**config.mk**
```make
export PLATFORM = sky130hd
export DESIGN_NAME = rtc_regs
export DESIGN_NICKNAME = d
export VERILOG_FILES = /design/src/verilog/rtc_pkg.sv /design/src/verilog/rtc_regs.sv
export SDC_FILE = /design/constraint.sdc
export NUM_CORES = 1
export LEC_CHECK = 0
export BUFFER_PORTS_ARGS = -buffer_cell sky130_fd_sc_hd__buf_2
export CAP_MARGIN = 20
export CORE_MARGIN = 5
export CORE_UTILIZATION = 55
export CTS_BUF_LIST = sky130_fd_sc_hd__clkbuf_8
export CTS_CLUSTER_DIAMETER = 120
export DETAILED_ROUTE_END_ITERATION = 10
export GPL_TIMING_DRIVEN = 0
export HOLD_SLACK_MARGIN = 0.02
export PLACE_DENSITY = 0.74
export SLEW_MARGIN = 20
export SYNTH_ARGS = -nofsm -noshare
export SYNTH_HDL_FRONTEND = slang
export SYNTH_SLANG_ARGS = --single-unit
export TNS_END_PERCENT = 30
```
**constraint.sdc**
```tcl
create_clock -name clock_i -period 3.9 [get_ports clock_i]
set_input_delay 0.39 -clock clock_i [delete_from_list [all_inputs] [get_ports clock_i]]
set_output_delay 0.39 -clock clock_i [all_outputs]
set_load 0.1 [all_outputs]
```
**src/verilog/rtc_pkg.sv**
```systemverilog
// receiver tuning configuration bank: offsets, fields, reset values
// assumes byte-wide registers at even byte offsets on a plain port
package rtc_pkg;

  // ------------------------------------------------------------
  // register offsets
  // ------------------------------------------------------------
  localparam logic [7:0] OFS_TEST_BUS_SELECT = 8'h44;
  localparam logic [7:0] OFS_COEF_CONTROL_THRESHOLD = 8'h46;
  localparam logic [7:0] OFS_SCRAMBLER_SEED_LONG = 8'h48;
  localparam logic [7:0] OFS_SCRAMBLER_SEED_SHORT = 8'h4a;
  localparam logic [7:0] OFS_ENERGY_DETECT_THRESHOLD = 8'h4c;
  localparam logic [7:0] OFS_FILTER_GAIN_THRESHOLD = 8'h4e;
  localparam logic [7:0] OFS_ANTENNA_SEARCH_THRESHOLD = 8'h50;
  localparam logic [7:0] OFS_PREAMBLE_LEAD_COEF = 8'h52;
  localparam logic [7:0] OFS_PREAMBLE_LAG_COEF = 8'h54;
  localparam logic [7:0] OFS_HEADER_LEAD_COEF = 8'h56;
  localparam logic [7:0] OFS_HEADER_LAG_COEF = 8'h58;
  localparam logic [7:0] OFS_DATA_LEAD_COEF = 8'h5a;
  localparam logic [7:0] OFS_DATA_LAG_COEF = 8'h5c;
  localparam logic [7:0] OFS_EVENT_STATUS = 8'h90;
  localparam logic [7:0] OFS_EVENT_MASK = 8'h92;
  localparam logic [7:0] OFS_RX_STATUS = 8'h94;

  // ------------------------------------------------------------
  // fields and reset values
  // ------------------------------------------------------------
  localparam int MODE_BIT = 7;
  localparam int LEVEL_MSB = 6;
  localparam int SEED_MSB = 6;
  localparam int COEF_MSB = 5;
  localparam int ENERGY_FLAG_BIT = 4;
  localparam int EVT_ENERGY = 0;
  localparam int EVT_ANTENNA = 1;
  localparam int EVT_GAIN = 2;
  localparam int EVT_W = 3;
  localparam int PEAK_COUNT = 8;
  localparam logic [7:0] REG_RESET = 8'h00;
  localparam logic [7:0] UNMAPPED_READ = 8'h00;

  // ------------------------------------------------------------
  // types
  // ------------------------------------------------------------
  typedef enum logic [1:0] {PH_PREAMBLE, PH_HEADER, PH_DATA, PH_IDLE}
    rtc_phase_t;
  typedef enum {GS_IDLE, GS_ACCUM, GS_DONE} rtc_gain_state_t;

endpackage

```
**src/verilog/rtc_regs.sv**
```systemverilog
// receiver tuning configuration bank with threshold compare logic
// assumes a synchronous register port and datapath inputs on clock_i
`timescale 1ns/1ps

// Functional notes
// 8-bit test bus address register selects routed internal test signals.
// coefficient threshold bit 7: 0 noise-floor relative, 1 absolute.
// software writes 80h or 7fh for calculated or default weights.
// two 7-bit seeds; preamble-type bit chooses which loads scrambler.
// energy mode bit 7: 0 floor plus threshold, 1 absolute level.
// energy threshold unsigned 0-127, compared to decide channel busy.
// sum 8 correlation peaks, compare with gain threshold, double gain.
// gain threshold zero disables the gain-doubling step entirely.
// signal below antenna threshold starts search; bit 7 selects reference.
// antenna threshold is 7-bit unsigned in low bits, 0-127.
// preamble lead/lag coefficients 6-bit, 100000 means 4.
// header lead/lag coefficients held in own registers, same encoding.
// data lead/lag coefficients held in own registers, same encoding.
// unused upper bits read back written value, no internal effect; event status and mask bits 7:3 read back as zero.
// readable receive-status bit shows energy above threshold.
// all registers 8-bit readable, reset to zero.
module rtc_regs (
  input wire logic clock_i,
  input wire logic srst_i,
  input wire logic [7:0] addr_i,
  input wire logic [7:0] wdata_i,
  input wire logic wr_i,
  input wire logic rd_i,
  output logic [7:0] rdata_o,
  input wire logic preamble_short_i,
  input wire logic [1:0] rx_phase_i,
  input wire logic [7:0] noise_floor_i,
  input wire logic [7:0] energy_i,
  input wire logic [7:0] rssi_i,
  input wire logic filter_run_i,
  input wire logic peak_valid_i,
  input wire logic [7:0] peak_i,
  output logic [7:0] test_bus_addr_o,
  output logic coef_abs_o,
  output logic [6:0] coef_level_o,
  output logic [6:0] scrambler_seed_o,
  output logic energy_flag_o,
  output logic antenna_search_o,
  output logic gain_double_o,
  output logic [5:0] lead_coef_o,
  output logic [5:0] lag_coef_o,
  output logic irq_o
);

  // ------------------------------------------------------------
  // storage
  // ------------------------------------------------------------
  logic [7:0] test_bus_select_r;
  logic [7:0] coef_control_threshold_r;
  logic [7:0] long_seed_register_r;
  logic [7:0] short_seed_register_r;
  logic [7:0] energy_detect_threshold_r;
  logic [7:0] filter_gain_threshold_r;
  logic [7:0] antenna_search_threshold_r;
  logic [7:0] preamble_lead_coef_r;
  logic [7:0] preamble_lag_coef_r;
  logic [7:0] header_lead_coef_r;
  logic [7:0] header_lag_coef_r;
  logic [7:0] data_lead_coef_r;
  logic [7:0] data_lag_coef_r;
  logic [rtc_pkg::EVT_W-1:0] status_r;
  logic [rtc_pkg::EVT_W-1:0] mask_r;
  logic [rtc_pkg::EVT_W-1:0] events;
  logic [7:0] rdata_nxt;
  logic energy_thresh_level_nxt;
  logic antenna_low_nxt;
  logic energy_flag_r;
  logic antenna_search_r;
  logic gain_double_r;
  logic energy_rise;
  logic antenna_rise;
  logic [10:0] peak_sum_r;
  logic [3:0] peak_cnt_r;
  rtc_pkg::rtc_gain_state_t gain_state_r;
  logic gain_headroom;
  logic gain_eval;

  // level check: relative adds noise floor, absolute uses value alone
  function automatic logic [8:0] ref_level(input logic abs_mode,
                                           input logic [6:0] value,
                                           input logic [7:0] floor_v);
    logic [8:0] sum_v;
    sum_v = {2'h0, value};
    if (!abs_mode)
    begin
      sum_v = sum_v + {1'h0, floor_v};
    end
    return sum_v;
  endfunction

  function automatic logic hit(input logic [7:0] a_v);
    return (addr_i == a_v);
  endfunction

  // ------------------------------------------------------------
  // register writes
  // ------------------------------------------------------------
  // test bus and coefficient control
  always_ff @(posedge clock_i)
  begin
    if (srst_i)
    begin
      test_bus_select_r <= rtc_pkg::REG_RESET;
      coef_control_threshold_r <= rtc_pkg::REG_RESET;
    end
    else if (wr_i)
    begin
      // full 8 bits stored, unused bits kept for readback
      if (hit(rtc_pkg::OFS_TEST_BUS_SELECT))
        test_bus_select_r <= wdata_i;
      if (hit(rtc_pkg::OFS_COEF_CONTROL_THRESHOLD))
        coef_control_threshold_r <= wdata_i;
    end
  end

  // scrambler seeds
  always_ff @(posedge clock_i)
  begin
    if (srst_i)
    begin
      long_seed_register_r <= rtc_pkg::REG_RESET;
      short_seed_register_r <= rtc_pkg::REG_RESET;
    end
    else if (wr_i)
    begin
      if (hit(rtc_pkg::OFS_SCRAMBLER_SEED_LONG))
        long_seed_register_r <= wdata_i;
      if (hit(rtc_pkg::OFS_SCRAMBLER_SEED_SHORT))
        short_seed_register_r <= wdata_i;
    end
  end

  // detect, gain and search thresholds
  always_ff @(posedge clock_i)
  begin
    if (srst_i)
    begin
      energy_detect_threshold_r <= rtc_pkg::REG_RESET;
      filter_gain_threshold_r <= rtc_pkg::REG_RESET;
      antenna_search_threshold_r <= rtc_pkg::REG_RESET;
    end
    else if (wr_i)
    begin
      if (hit(rtc_pkg::OFS_ENERGY_DETECT_THRESHOLD))
        energy_detect_threshold_r <= wdata_i;
      if (hit(rtc_pkg::OFS_FILTER_GAIN_THRESHOLD))
        filter_gain_threshold_r <= wdata_i;
      if (hit(rtc_pkg::OFS_ANTENNA_SEARCH_THRESHOLD))
        antenna_search_threshold_r <= wdata_i;
    end
  end

  // loop coefficients per phase
  always_ff @(posedge clock_i)
  begin
    if (srst_i)
    begin
      preamble_lead_coef_r <= rtc_pkg::REG_RESET;
      preamble_lag_coef_r <= rtc_pkg::REG_RESET;
      header_lead_coef_r <= rtc_pkg::REG_RESET;
      header_lag_coef_r <= rtc_pkg::REG_RESET;
      data_lead_coef_r <= rtc_pkg::REG_RESET;
      data_lag_coef_r <= rtc_pkg::REG_RESET;
    end
    else if (wr_i)
    begin
      if (hit(rtc_pkg::OFS_PREAMBLE_LEAD_COEF))
        preamble_lead_coef_r <= wdata_i;
      if (hit(rtc_pkg::OFS_PREAMBLE_LAG_COEF))
        preamble_lag_coef_r <= wdata_i;
      if (hit(rtc_pkg::OFS_HEADER_LEAD_COEF))
        header_lead_coef_r <= wdata_i;
      if (hit(rtc_pkg::OFS_HEADER_LAG_COEF))
        header_lag_coef_r <= wdata_i;
      if (hit(rtc_pkg::OFS_DATA_LEAD_COEF))
        data_lead_coef_r <= wdata_i;
      if (hit(rtc_pkg::OFS_DATA_LAG_COEF))
        data_lag_coef_r <= wdata_i;
    end
  end

  // interrupt mask
  always_ff @(posedge clock_i)
  begin
    if (srst_i)
      mask_r <= '0;
    else if (wr_i && hit(rtc_pkg::OFS_EVENT_MASK))
      mask_r <= wdata_i[rtc_pkg::EVT_W-1:0];
  end

  // ------------------------------------------------------------
  // read mux
  // ------------------------------------------------------------
  always_comb
  begin
    rdata_nxt = rtc_pkg::UNMAPPED_READ;
    case (addr_i)
      rtc_pkg::OFS_TEST_BUS_SELECT: rdata_nxt = test_bus_select_r;
      rtc_pkg::OFS_COEF_CONTROL_THRESHOLD:
        rdata_nxt = coef_control_threshold_r;
      rtc_pkg::OFS_SCRAMBLER_SEED_LONG: rdata_nxt = long_seed_register_r;
      rtc_pkg::OFS_SCRAMBLER_SEED_SHORT: rdata_nxt = short_seed_register_r;
      rtc_pkg::OFS_ENERGY_DETECT_THRESHOLD:
        rdata_nxt = energy_detect_threshold_r;
      rtc_pkg::OFS_FILTER_GAIN_THRESHOLD:
        rdata_nxt = filter_gain_threshold_r;
      rtc_pkg::OFS_ANTENNA_SEARCH_THRESHOLD:
        rdata_nxt = antenna_search_threshold_r;
      rtc_pkg::OFS_PREAMBLE_LEAD_COEF: rdata_nxt = preamble_lead_coef_r;
      rtc_pkg::OFS_PREAMBLE_LAG_COEF: rdata_nxt = preamble_lag_coef_r;
      rtc_pkg::OFS_HEADER_LEAD_COEF: rdata_nxt = header_lead_coef_r;
      rtc_pkg::OFS_HEADER_LAG_COEF: rdata_nxt = header_lag_coef_r;
      rtc_pkg::OFS_DATA_LEAD_COEF: rdata_nxt = data_lead_coef_r;
      rtc_pkg::OFS_DATA_LAG_COEF: rdata_nxt = data_lag_coef_r;
      rtc_pkg::OFS_EVENT_STATUS: rdata_nxt = {5'h00, status_r};
      rtc_pkg::OFS_EVENT_MASK: rdata_nxt = {5'h00, mask_r};
      rtc_pkg::OFS_RX_STATUS:
      begin
        rdata_nxt = 8'h00;
        rdata_nxt[rtc_pkg::ENERGY_FLAG_BIT] = energy_flag_r;
      end
      default: rdata_nxt = rtc_pkg::UNMAPPED_READ;
    endcase
  end

  always_ff @(posedge clock_i)
  begin
    if (srst_i)
      rdata_o <= 8'h00;
    else if (rd_i)
      rdata_o <= rdata_nxt;
    else
      rdata_o <= 8'h00;
  end

  // ------------------------------------------------------------
  // threshold compares
  // ------------------------------------------------------------
  always_comb
  begin
    // see R5
    energy_thresh_level_nxt = ({1'h0, energy_i} > ref_level(
      energy_detect_threshold_r[rtc_pkg::MODE_BIT],
      energy_detect_threshold_r[rtc_pkg::LEVEL_MSB:0], noise_floor_i));
    // see R9
    antenna_low_nxt = ({1'h0, rssi_i} < ref_level(
      antenna_search_threshold_r[rtc_pkg::MODE_BIT],
      antenna_search_threshold_r[rtc_pkg::LEVEL_MSB:0], noise_floor_i));
  end

  always_ff @(posedge clock_i)
  begin
    if (srst_i)
    begin
      energy_flag_r <= 1'h0;
      antenna_search_r <= 1'h0;
    end
    else
    begin
      energy_flag_r <= energy_thresh_level_nxt;
      antenna_search_r <= antenna_low_nxt;
    end
  end

  assign energy_rise = energy_thresh_level_nxt && !energy_flag_r;
  assign antenna_rise = antenna_low_nxt && !antenna_search_r;

  // ------------------------------------------------------------
  // matched filter gain scaling
  // ------------------------------------------------------------
  // headroom when sum under threshold; zero disables
  assign gain_headroom = (filter_gain_threshold_r != 8'h00) &&
    (peak_sum_r < {3'h0, filter_gain_threshold_r});
  // single cycle in which the eight-peak sum is judged
  assign gain_eval = filter_run_i && (gain_state_r == rtc_pkg::GS_ACCUM) &&
    (peak_cnt_r == 4'(rtc_pkg::PEAK_COUNT));

  always_ff @(posedge clock_i)
  begin
    if (srst_i || !filter_run_i)
    begin
      gain_state_r <= rtc_pkg::GS_IDLE;
      peak_sum_r <= 11'h000;
      peak_cnt_r <= 4'h0;
      gain_double_r <= 1'h0;
    end
    else
    begin
      case (gain_state_r)
        rtc_pkg::GS_IDLE:
        begin
          peak_sum_r <= 11'h000;
          peak_cnt_r <= 4'h0;
          gain_state_r <= rtc_pkg::GS_ACCUM;
        end
        rtc_pkg::GS_ACCUM:
        begin
          // peaks beyond the eighth are ignored
          if (peak_valid_i && (peak_cnt_r != 4'(rtc_pkg::PEAK_COUNT)))
          begin
            peak_sum_r <= peak_sum_r + {3'h0, peak_i};
            peak_cnt_r <= peak_cnt_r + 4'h1;
          end
          if (gain_eval)
          begin
            gain_double_r <= gain_headroom;
            gain_state_r <= rtc_pkg::GS_DONE;
          end
        end
        rtc_pkg::GS_DONE: gain_state_r <= rtc_pkg::GS_DONE;
        default: gain_state_r <= rtc_pkg::GS_IDLE;
      endcase
    end
  end

  // ------------------------------------------------------------
  // event status and interrupt
  // ------------------------------------------------------------
  always_comb
  begin
    events = '0;
    events[rtc_pkg::EVT_ENERGY] = energy_rise;
    events[rtc_pkg::EVT_ANTENNA] = antenna_rise;
    // one-cycle pulse so a clear can stick while the filter runs
    events[rtc_pkg::EVT_GAIN] = gain_eval && gain_headroom;
  end

  always_ff @(posedge clock_i)
  begin
    if (srst_i)
      status_r <= '0;
    else if (wr_i && hit(rtc_pkg::OFS_EVENT_STATUS))
      status_r <= (status_r & ~wdata_i[rtc_pkg::EVT_W-1:0]) | events;
    else
      status_r <= status_r | events;
  end

  // ------------------------------------------------------------
  // outputs
  // ------------------------------------------------------------
  always_comb
  begin
    case (rtc_pkg::rtc_phase_t'(rx_phase_i))
      rtc_pkg::PH_PREAMBLE:
      begin
        lead_coef_o = preamble_lead_coef_r[rtc_pkg::COEF_MSB:0];
        lag_coef_o = preamble_lag_coef_r[rtc_pkg::COEF_MSB:0];
      end
      rtc_pkg::PH_HEADER:
      begin
        lead_coef_o = header_lead_coef_r[rtc_pkg::COEF_MSB:0];
        lag_coef_o = header_lag_coef_r[rtc_pkg::COEF_MSB:0];
      end
      rtc_pkg::PH_DATA:
      begin
        lead_coef_o = data_lead_coef_r[rtc_pkg::COEF_MSB:0];
        lag_coef_o = data_lag_coef_r[rtc_pkg::COEF_MSB:0];
      end
      default:
      begin
        lead_coef_o = 6'h00;
        lag_coef_o = 6'h00;
      end
    endcase
  end

  assign test_bus_addr_o = test_bus_select_r;
  assign coef_abs_o = coef_control_threshold_r[rtc_pkg::MODE_BIT];
  assign coef_level_o = coef_control_threshold_r[rtc_pkg::LEVEL_MSB:0];
  assign scrambler_seed_o = preamble_short_i ?
    short_seed_register_r[rtc_pkg::SEED_MSB:0] :
    long_seed_register_r[rtc_pkg::SEED_MSB:0];
  assign energy_flag_o = energy_flag_r;
  assign antenna_search_o = antenna_search_r;
  assign gain_double_o = gain_double_r;
  assign irq_o = |(status_r & mask_r);

endmodule
```
==> summary.txt, run 1 <==
STA
  • Max-slew violations: 0
  • Setup total negative slack: 0 ns
  • Final setup viols: 0
  • Clk_skew: a little over 0.009 ns
  • RSZ-0062 raised after global routing: false
  • Fmax achieved: ~290 MHz
  • Min cycle time layout: roughly 3.4 ns
  • Worst slew pin tran: 0.787 ns
  • Relative slew slack: a little under half
  • Hold_ws: about 0.21 ns
  • Period Utilization, post-route: around 90%
  • Final hold violation count: 0

Setup path
  • Crit end category: register
  • CP max FO: 4
  • Worst path slowest cell: fa_1
  • CP required: between 4 and 5 ns
  • CP arrival: between 3 and 4 ns
  • Critical-path cell list: ha_1 -> fa_1 -> a211oi_1 -> nor2_1 -> o21ai_0 -> nand2_1 -> a22oi_1 -> ha_1 -> a2111oi_0 -> o221ai_1 -> a211oi_1 -> a311o_1
  • Critical path's largest stage delay: ~0.43 ns
  • Critical path startpoint category: register
  • Setup CP Type: register to register

Power
  • Power share of the clock group: a little over two fifths
  • Comb power frac: 10.4%
  • Switching power: about 800 uW
  • Pint: roughly 2300 uW
  • Sequential Power Share: around 46%
  • Net Sw Frac: about a quarter
  • VDD IR max: about 0.25 mV
  • PwrDens: approximately 330 nW/um^2
  • Tot Pwr: between 3000 and 4000 uW
  • Leakage: between 0.004 and 0.005 uW

Final layout
  • Layout Nets: 1,147
  • Sequential cell area: 2760 um^2
  • Filler Cell Count: ~1,300
  • Fin cells: about 1,200
  • Largest register FFs: 11
  • Top reg by flops: peak_sum_r
  • Area of the multi-input gates: between 5000 and 6000 um^2
  • Ant diodes: 0
  • Area grow syn2layout: 14.5%
  • Fraction of layout cells with a size suffix above 1: 17.5%

Place
  • Final Wtd Congestion: approximately 1.0
  • DP HPWL: approximately 19 mm
  • Count of input and output buffers: 99
  • Dpl cells: 1,204

CTS
  • Post CTS Setup Buffer Count: 0
  • Worst-path clk slew: 0.08 ns
  • CTS tree: done
  • Clock root cell: clkbuf_8
  • CTS-repair resized insts: 0
  • H-tree depth: 4
  • Worst-skew pair later-pin latency: around 0.47 ns
  • CTS Hold Buffers Added: 0
  • Clock sink count: ~140
  • TritonCTS buffer count: 17
  • Max clock buf depth: 2

GRT
  • Vias in the first global route: about 7,200
  • Total gr overflow: 0
  • First-pass GRT wire length: 39.5 mm
  • GRT Total Usage: between 20% and 30%
  • Largest net degree at the start of global routing: 17
  • Initial antenna violation count: 0

Routing
  • Routed WL per cell: 20.3 um
  • Via-to-Cell Ratio: around 6
  • Starting DRT DRC Count: around 650
  • Final antenna-violating net count: 0
  • Drc violations: 0
  • Via count: ~7,400
  • Final wirelength: ~25 mm
  • DR pass1 iterations: 5

Yosys
  • Mean post-synth cell area: just under 9 um^2
  • Sequential area share after synthesis: between 30 and 40%
  • Post-synth cell types: about 80
  • Top FF cell, synth: dfxtp_1
  • Number of enable flip-flop cells after synthesis: 0
  • Yosys top cell area share: between 30% and 40%
  • Most area-consuming cells after synthesis: dfxtp_1 (34%), mux2i_1 (17%), ha_1 (7.3%), nor2_1 (6.2%), nand2_1 (2.6%)
  • Synth Net Count: between 1,000 and 1,500
  • Cell count after synthesis: around 920
  • Total number of yosys warnings: 0
  • Post-synth top area cell: dfxtp_1
  • Mapped Area: roughly 8200 um^2
  • Yosys reg bits: roughly 140
  • Most numerous cell in the Yosys netlist: mux2i_1
  • Asr flop ratio synth: 0%
  • Synth cell count leaders: mux2i_1 (142), dfxtp_1 (138), nor2_1 (135)

Min path
  • Hold Crit Class: input pin to register

Run
  • Max Cap Viol: 0

Floorplan
  • Rows: between 40 and 50
  • Full die area: between 15,000 and 20,000 um^2
  • Ports: approximately 100
  • Die X: roughly 130 um
  • Die H: around 130 um
  • Placeable Area: approximately 15,000 um^2
  • Initial Util: a little under three fifths

Outcome
  • Status: finished clean
-- critical path, delay by kind of cell (launching register included) --
family                   cells  cell delay [ns]
adder cells (fa/ha/maj)      3             0.93
AO/OA/AOI/OAI                7             1.91
flip-flops                   1             0.37
AND/OR/NAND/NOR              2             0.17
-- through the flow --
stage,util (%),worst slack (ns),instance area (um^2)
finish,64.5,0.466,9410
global route,64.5,0.171,9410
CTS,64.5,0.439,9410
detailed placement,61.3,0.333,8950
global placement,61.3,0.339,8950
floorplan,-,0.427,8220
-- area by class of cell --
class	count	share of cell area (%)
multi-input cells	706	54.4
flip-flops and latches	138	29.3
repair buffers	99	5.26
clock buffers	20	2.92
plain buffers	53	2.62
well taps	184	2.45
clock inverters	11	2.05
inverters	24	0.957
-- power groups by stage --
| stage | sequential (uW) | combinational (uW) | clock, uW |
|---|---|---|---|
| 2_1_floorplan | 1470 | 189 | 0 |
| 3_3_place_gp | 1460 | 316 | 0 |
| 3_5_place_dp | 1460 | 318 | 0 |
| 4_1_cts | 1430 | 320 | 1380 |
| 5_1_grt | 1430 | 352 | 1440 |
| 6_report | 1430 | 324 | 1370 |
-- cell families (layout without fill, tap and decap cells) --
| family | Yosys count | after routing | share of synthesized area [%] |
|---|---|---|---|
| AND/OR/NAND/NOR | 318 | 318 | 19.6 |
| AO/OA/AOI/OAI | 169 | 169 | 14.2 |
| multiplexers | 158 | 158 | 19.5 |
| flip-flops | 138 | 138 | 33.6 |
| buffers and inverters | 77 | 207 | 4.09 |
| adder cells (fa/ha/maj) | 51 | 51 | 8.04 |
| XOR/XNOR | 10 | 10 | 1.07 |
-- cells in the final DEF, fill, tap and decap left out, types with 8 or more instances in the layout --
cell type	count
buf_2	110
dfxtp_1	138
o21ai_0	27
nand2b_1	10
a21oi_1	33
inv_1	24
mux2i_1	142
clkbuf_8	20
a21o_1	9
a22oi_1	10
ha_1	48
nor3_1	11
o22ai_1	8
nand2_1	57
a22o_1	8
nor2_1	135
mux2_2	12
a211oi_1	8
nand3_1	28
and3_1	8
a31oi_1	10
nand3_2	9
o21a_1	9
clkbuf_1	33
nor2b_1	12
-- per-layer routing --
layer | up-vias | wire (um) | track usage, %
li1 | 3584 | - | -
met1 | 3474 | 10900 | 36.7
met2 | 311 | 11200 | 45.3
met3 | 80 | 1860 | 5.92
met4 | 0 | 1110 | 12.4
met5 | - | 0 | 0
-- path summary, 6_finish.rpt --
check,from,end,slack [ns],depth (start not counted)
setup reg to reg,antenna_search_threshold_r[0],status_r[1],0.47,12
hold / removal,wdata_i[3],long_seed_register_r[3],0.21,3
setup / recovery,antenna_search_threshold_r[0],status_r[1],0.47,12
hold reg to reg,gain_double_o,gain_double_o,0.48,2
Power figures use the tool's default switching activity.
==> inputs of run 2 (changes only) <==
clock period = 3.58 ns   (was 3.9 ns; I/O delays follow)
==> run 2 against run 1 <==
Compared with the run above:
- first-iteration DRC count up 6.0%
- clock-buffer cell count unchanged
- sequential power up 9%
- routed wire length down 0.21%
- die area unchanged
- cell count unchanged
- clock power up 9%
- setup slack worse by 0.17 ns
- power up 8.9%
- combinational power up 9.3%
- utilization about the same
==> summary.txt, run 2 (synthesized netlist as in run 1, its figures left out) <==
Power
  • Leakage: 0.00457 uW (about the same)
  • Switching power: 853 uW (+8.6%)
  • Sequential Power Share: 45.8% (about the same)
  • Pint: 2540 uW (+9.0%)
  • Net Sw Frac: 25.1% (-0.065 points)
  • VDD IR max: 0.277 mV (+8.9%)
  • Comb power frac: 10.4% (about the same)
  • PwrDens: 361 nW/um^2 (+8.8%)
  • Power share of the clock group: 43.8% (about the same)

STA
  • Fmax achieved: 304 MHz (+4.4%)
  • RSZ-0062 raised after global routing: false
  • Clk_skew: 0.00978 ns (+0.000509 ns)
  • Relative slew slack: 47.9% (+0.39 points)
  • Hold_ws: 0.180 ns (-0.0294 ns)
  • Final hold violation count: 0 (unchanged)
  • Period Utilization, post-route: 91.9% (+3.8 points)
  • Final setup viols: 0 (unchanged)
  • PnR worst setup slack: 0.291 ns (-0.175 ns)
  • Min cycle time layout: 3.29 ns (-0.145 ns)
  • Worst slew pin tran: 0.782 ns (-0.00588 ns)
  • Max-slew violations: 0 (unchanged)
  • Setup total negative slack: 0 ns (unchanged)

Setup path
  • CP required: 3.99 ns (-0.33 ns)
  • Buf/Inv on CP: 0 (unchanged)
  • Critical path startpoint category: register
  • Critical path's largest stage delay: 0.43 ns (about the same)
  • CP max FO: 4 (unchanged)
  • Worst Setup SP: antenna_search_threshold_r[0]
  • Worst path slowest cell: fa_1
  • CP arrival: 3.70 ns (-0.15 ns)
  • Cell mode on critical path: ha_1
  • Setup CP Type: register to register
  • Worst flop-to-flop path startpoint: antenna_search_threshold_r[0]
  • Critical path's top delay family: compound AO/OA/AOI/OAI gates
  • Crit end category: register
  • Critical-path cell list: ha_1 -> fa_1 -> a211oi_1 -> nor2_1 -> o21ai_0 -> nand2_1 -> a22oi_1 -> ha_1 -> a2111oi_1 -> o221ai_1 -> a211oi_2 -> a311o_1

Final layout
  • Top reg by flops: peak_sum_r
  • Area grow syn2layout: 14.6% (about the same)
  • Ant diodes: 0 (unchanged)
  • Layout Nets: 1,147 (unchanged)
  • Core Util, Final: 64.6% (about the same)
  • Commonest non-fill, non-tap cell in the layout: mux2i_1
  • Fraction of layout cells with a size suffix above 1: 17.6% (+0.095 points)
  • Largest register FFs: 11 (unchanged)
  • Post-route cell area: 9420 um^2 (about the same)
  • Filler Cell Count: 1,299 (-0.15%)
  • Most frequent cells in the layout: mux2i_1 (142), dfxtp_1 (138), nor2_1 (135), buf_2 (110), nand2_1 (57)

Place
  • Place WS: 0.0455 ns (-0.288 ns)
  • Count of input and output buffers: 99 (unchanged)
  • Final Wtd Congestion: 1.01 (unchanged)
  • Area after DPL: 8950 um^2 (unchanged)
  • DP HPWL: 18.9 mm (unchanged)

GRT
  • Vias in the first global route: 7,166 (unchanged)
  • First-pass GRT wire length: 39.5 mm (unchanged)
  • Initial antenna violation count: 0 (unchanged)
  • GRT Total Usage: 28.2% (unchanged)
  • Total gr overflow: 0 (unchanged)
  • Largest net degree at the start of global routing: 17 (unchanged)

CTS
  • Max clock buf depth: 2 (unchanged)
  • Clock root cell: clkbuf_8
  • Worst-path clk slew: 0.08 ns (about the same)
  • TritonCTS buffer count: 17 (unchanged)
  • H-tree depth: 4 (unchanged)
  • CTS tree: done
  • Worst-skew pair later-pin latency: 0.47 ns (about the same)
  • CTS Hold Buffers Added: 0 (unchanged)
  • Clock sink count: 138 (unchanged)

Min path
  • Hold Startpoint: wdata_i[3]
  • Hold Crit Class: input pin to register

Floorplan
  • Rows: 44 (unchanged)
  • Placeable Area: 14,600 um^2 (unchanged)
  • Die X: 132 um (unchanged)
  • Ports: 104 (unchanged)
  • Full die area: 17,500 um^2 (unchanged)
  • Die H: 132 um (unchanged)
  • Initial Util: 56.3% (unchanged)

Routing
  • DR pass1 iterations: 5 (unchanged)
  • Via count: 7,470 (+0.28%)
  • Routed WL per cell: 20.2 um (-0.21%)
  • Final wirelength: 25.0 mm (-0.21%)
  • Via-to-Cell Ratio: 6.05 (+0.28%)
  • Final antenna-violating net count: 0 (unchanged)
  • Drc violations: 0 (unchanged)
  • Starting DRT DRC Count: 684 (+6.0%)

Outcome
  • Status: finished clean

Run
  • Max Cap Viol: 0 (unchanged)
run 2: final timing paths:
path,to,slack (ns),cells after the start
worst max-delay path,status_r[1],0.29,12
worst min-delay path,long_seed_register_r[3],0.18,3
worst min register to register,gain_double_o,0.48,2
worst max register to register,status_r[1],0.29,12
run 2: worst register-to-register path: cells and delay by family (launching register included):
family / cells / cell delay (ns)
AO/OA/AOI/OAI: 7 / 1.76
adder cells (fa/ha/maj): 3 / 0.93
flip-flops: 1 / 0.38
AND/OR/NAND/NOR: 2 / 0.17
run 2: layout make-up:
cell class                      instances  area [um^2]  share of cell area, %
Clock inverter                         11          193                   2.05
Tap cell                              184          230                   2.44
Clock buffer                           20          275                   2.92
Sequential cell                       138         2760                   29.3
Multi-Input combinational cell        706         5130                   54.4
Buffer                                 53          246                   2.62
Inverter                               24         90.1                  0.956
Timing Repair Buffer                   99          495                   5.26
run 2: through the flow:
step | total power, uW | std cells
floorplan | 1810 | 921
global placement | 1930 | 1204
detailed placement | 1940 | 1204
CTS | 3410 | 1235
global route | 3510 | 1235
finish | 3400 | 1235
run 2: power by group through the flow:
stage,registers [uW],clock network [uW],logic (uW)
finish,1560,1490,354
global route,1560,1570,385
CTS,1550,1500,348
detailed placement,1590,0,346
global placement,1590,0,344
floorplan,1600,0,206
run 2: metal layers:
metal	routed length [um]	global-route usage (%)
met1	10900	36.7
met2	11100	45.3
met3	1880	5.92
met4	1050	12.4
met5	0	0
run 2: what timing repair did:
item	in CTS	in global routing
resized for setup	0	2
buffers inserted	0	0
setup endpoints to repair	0	1
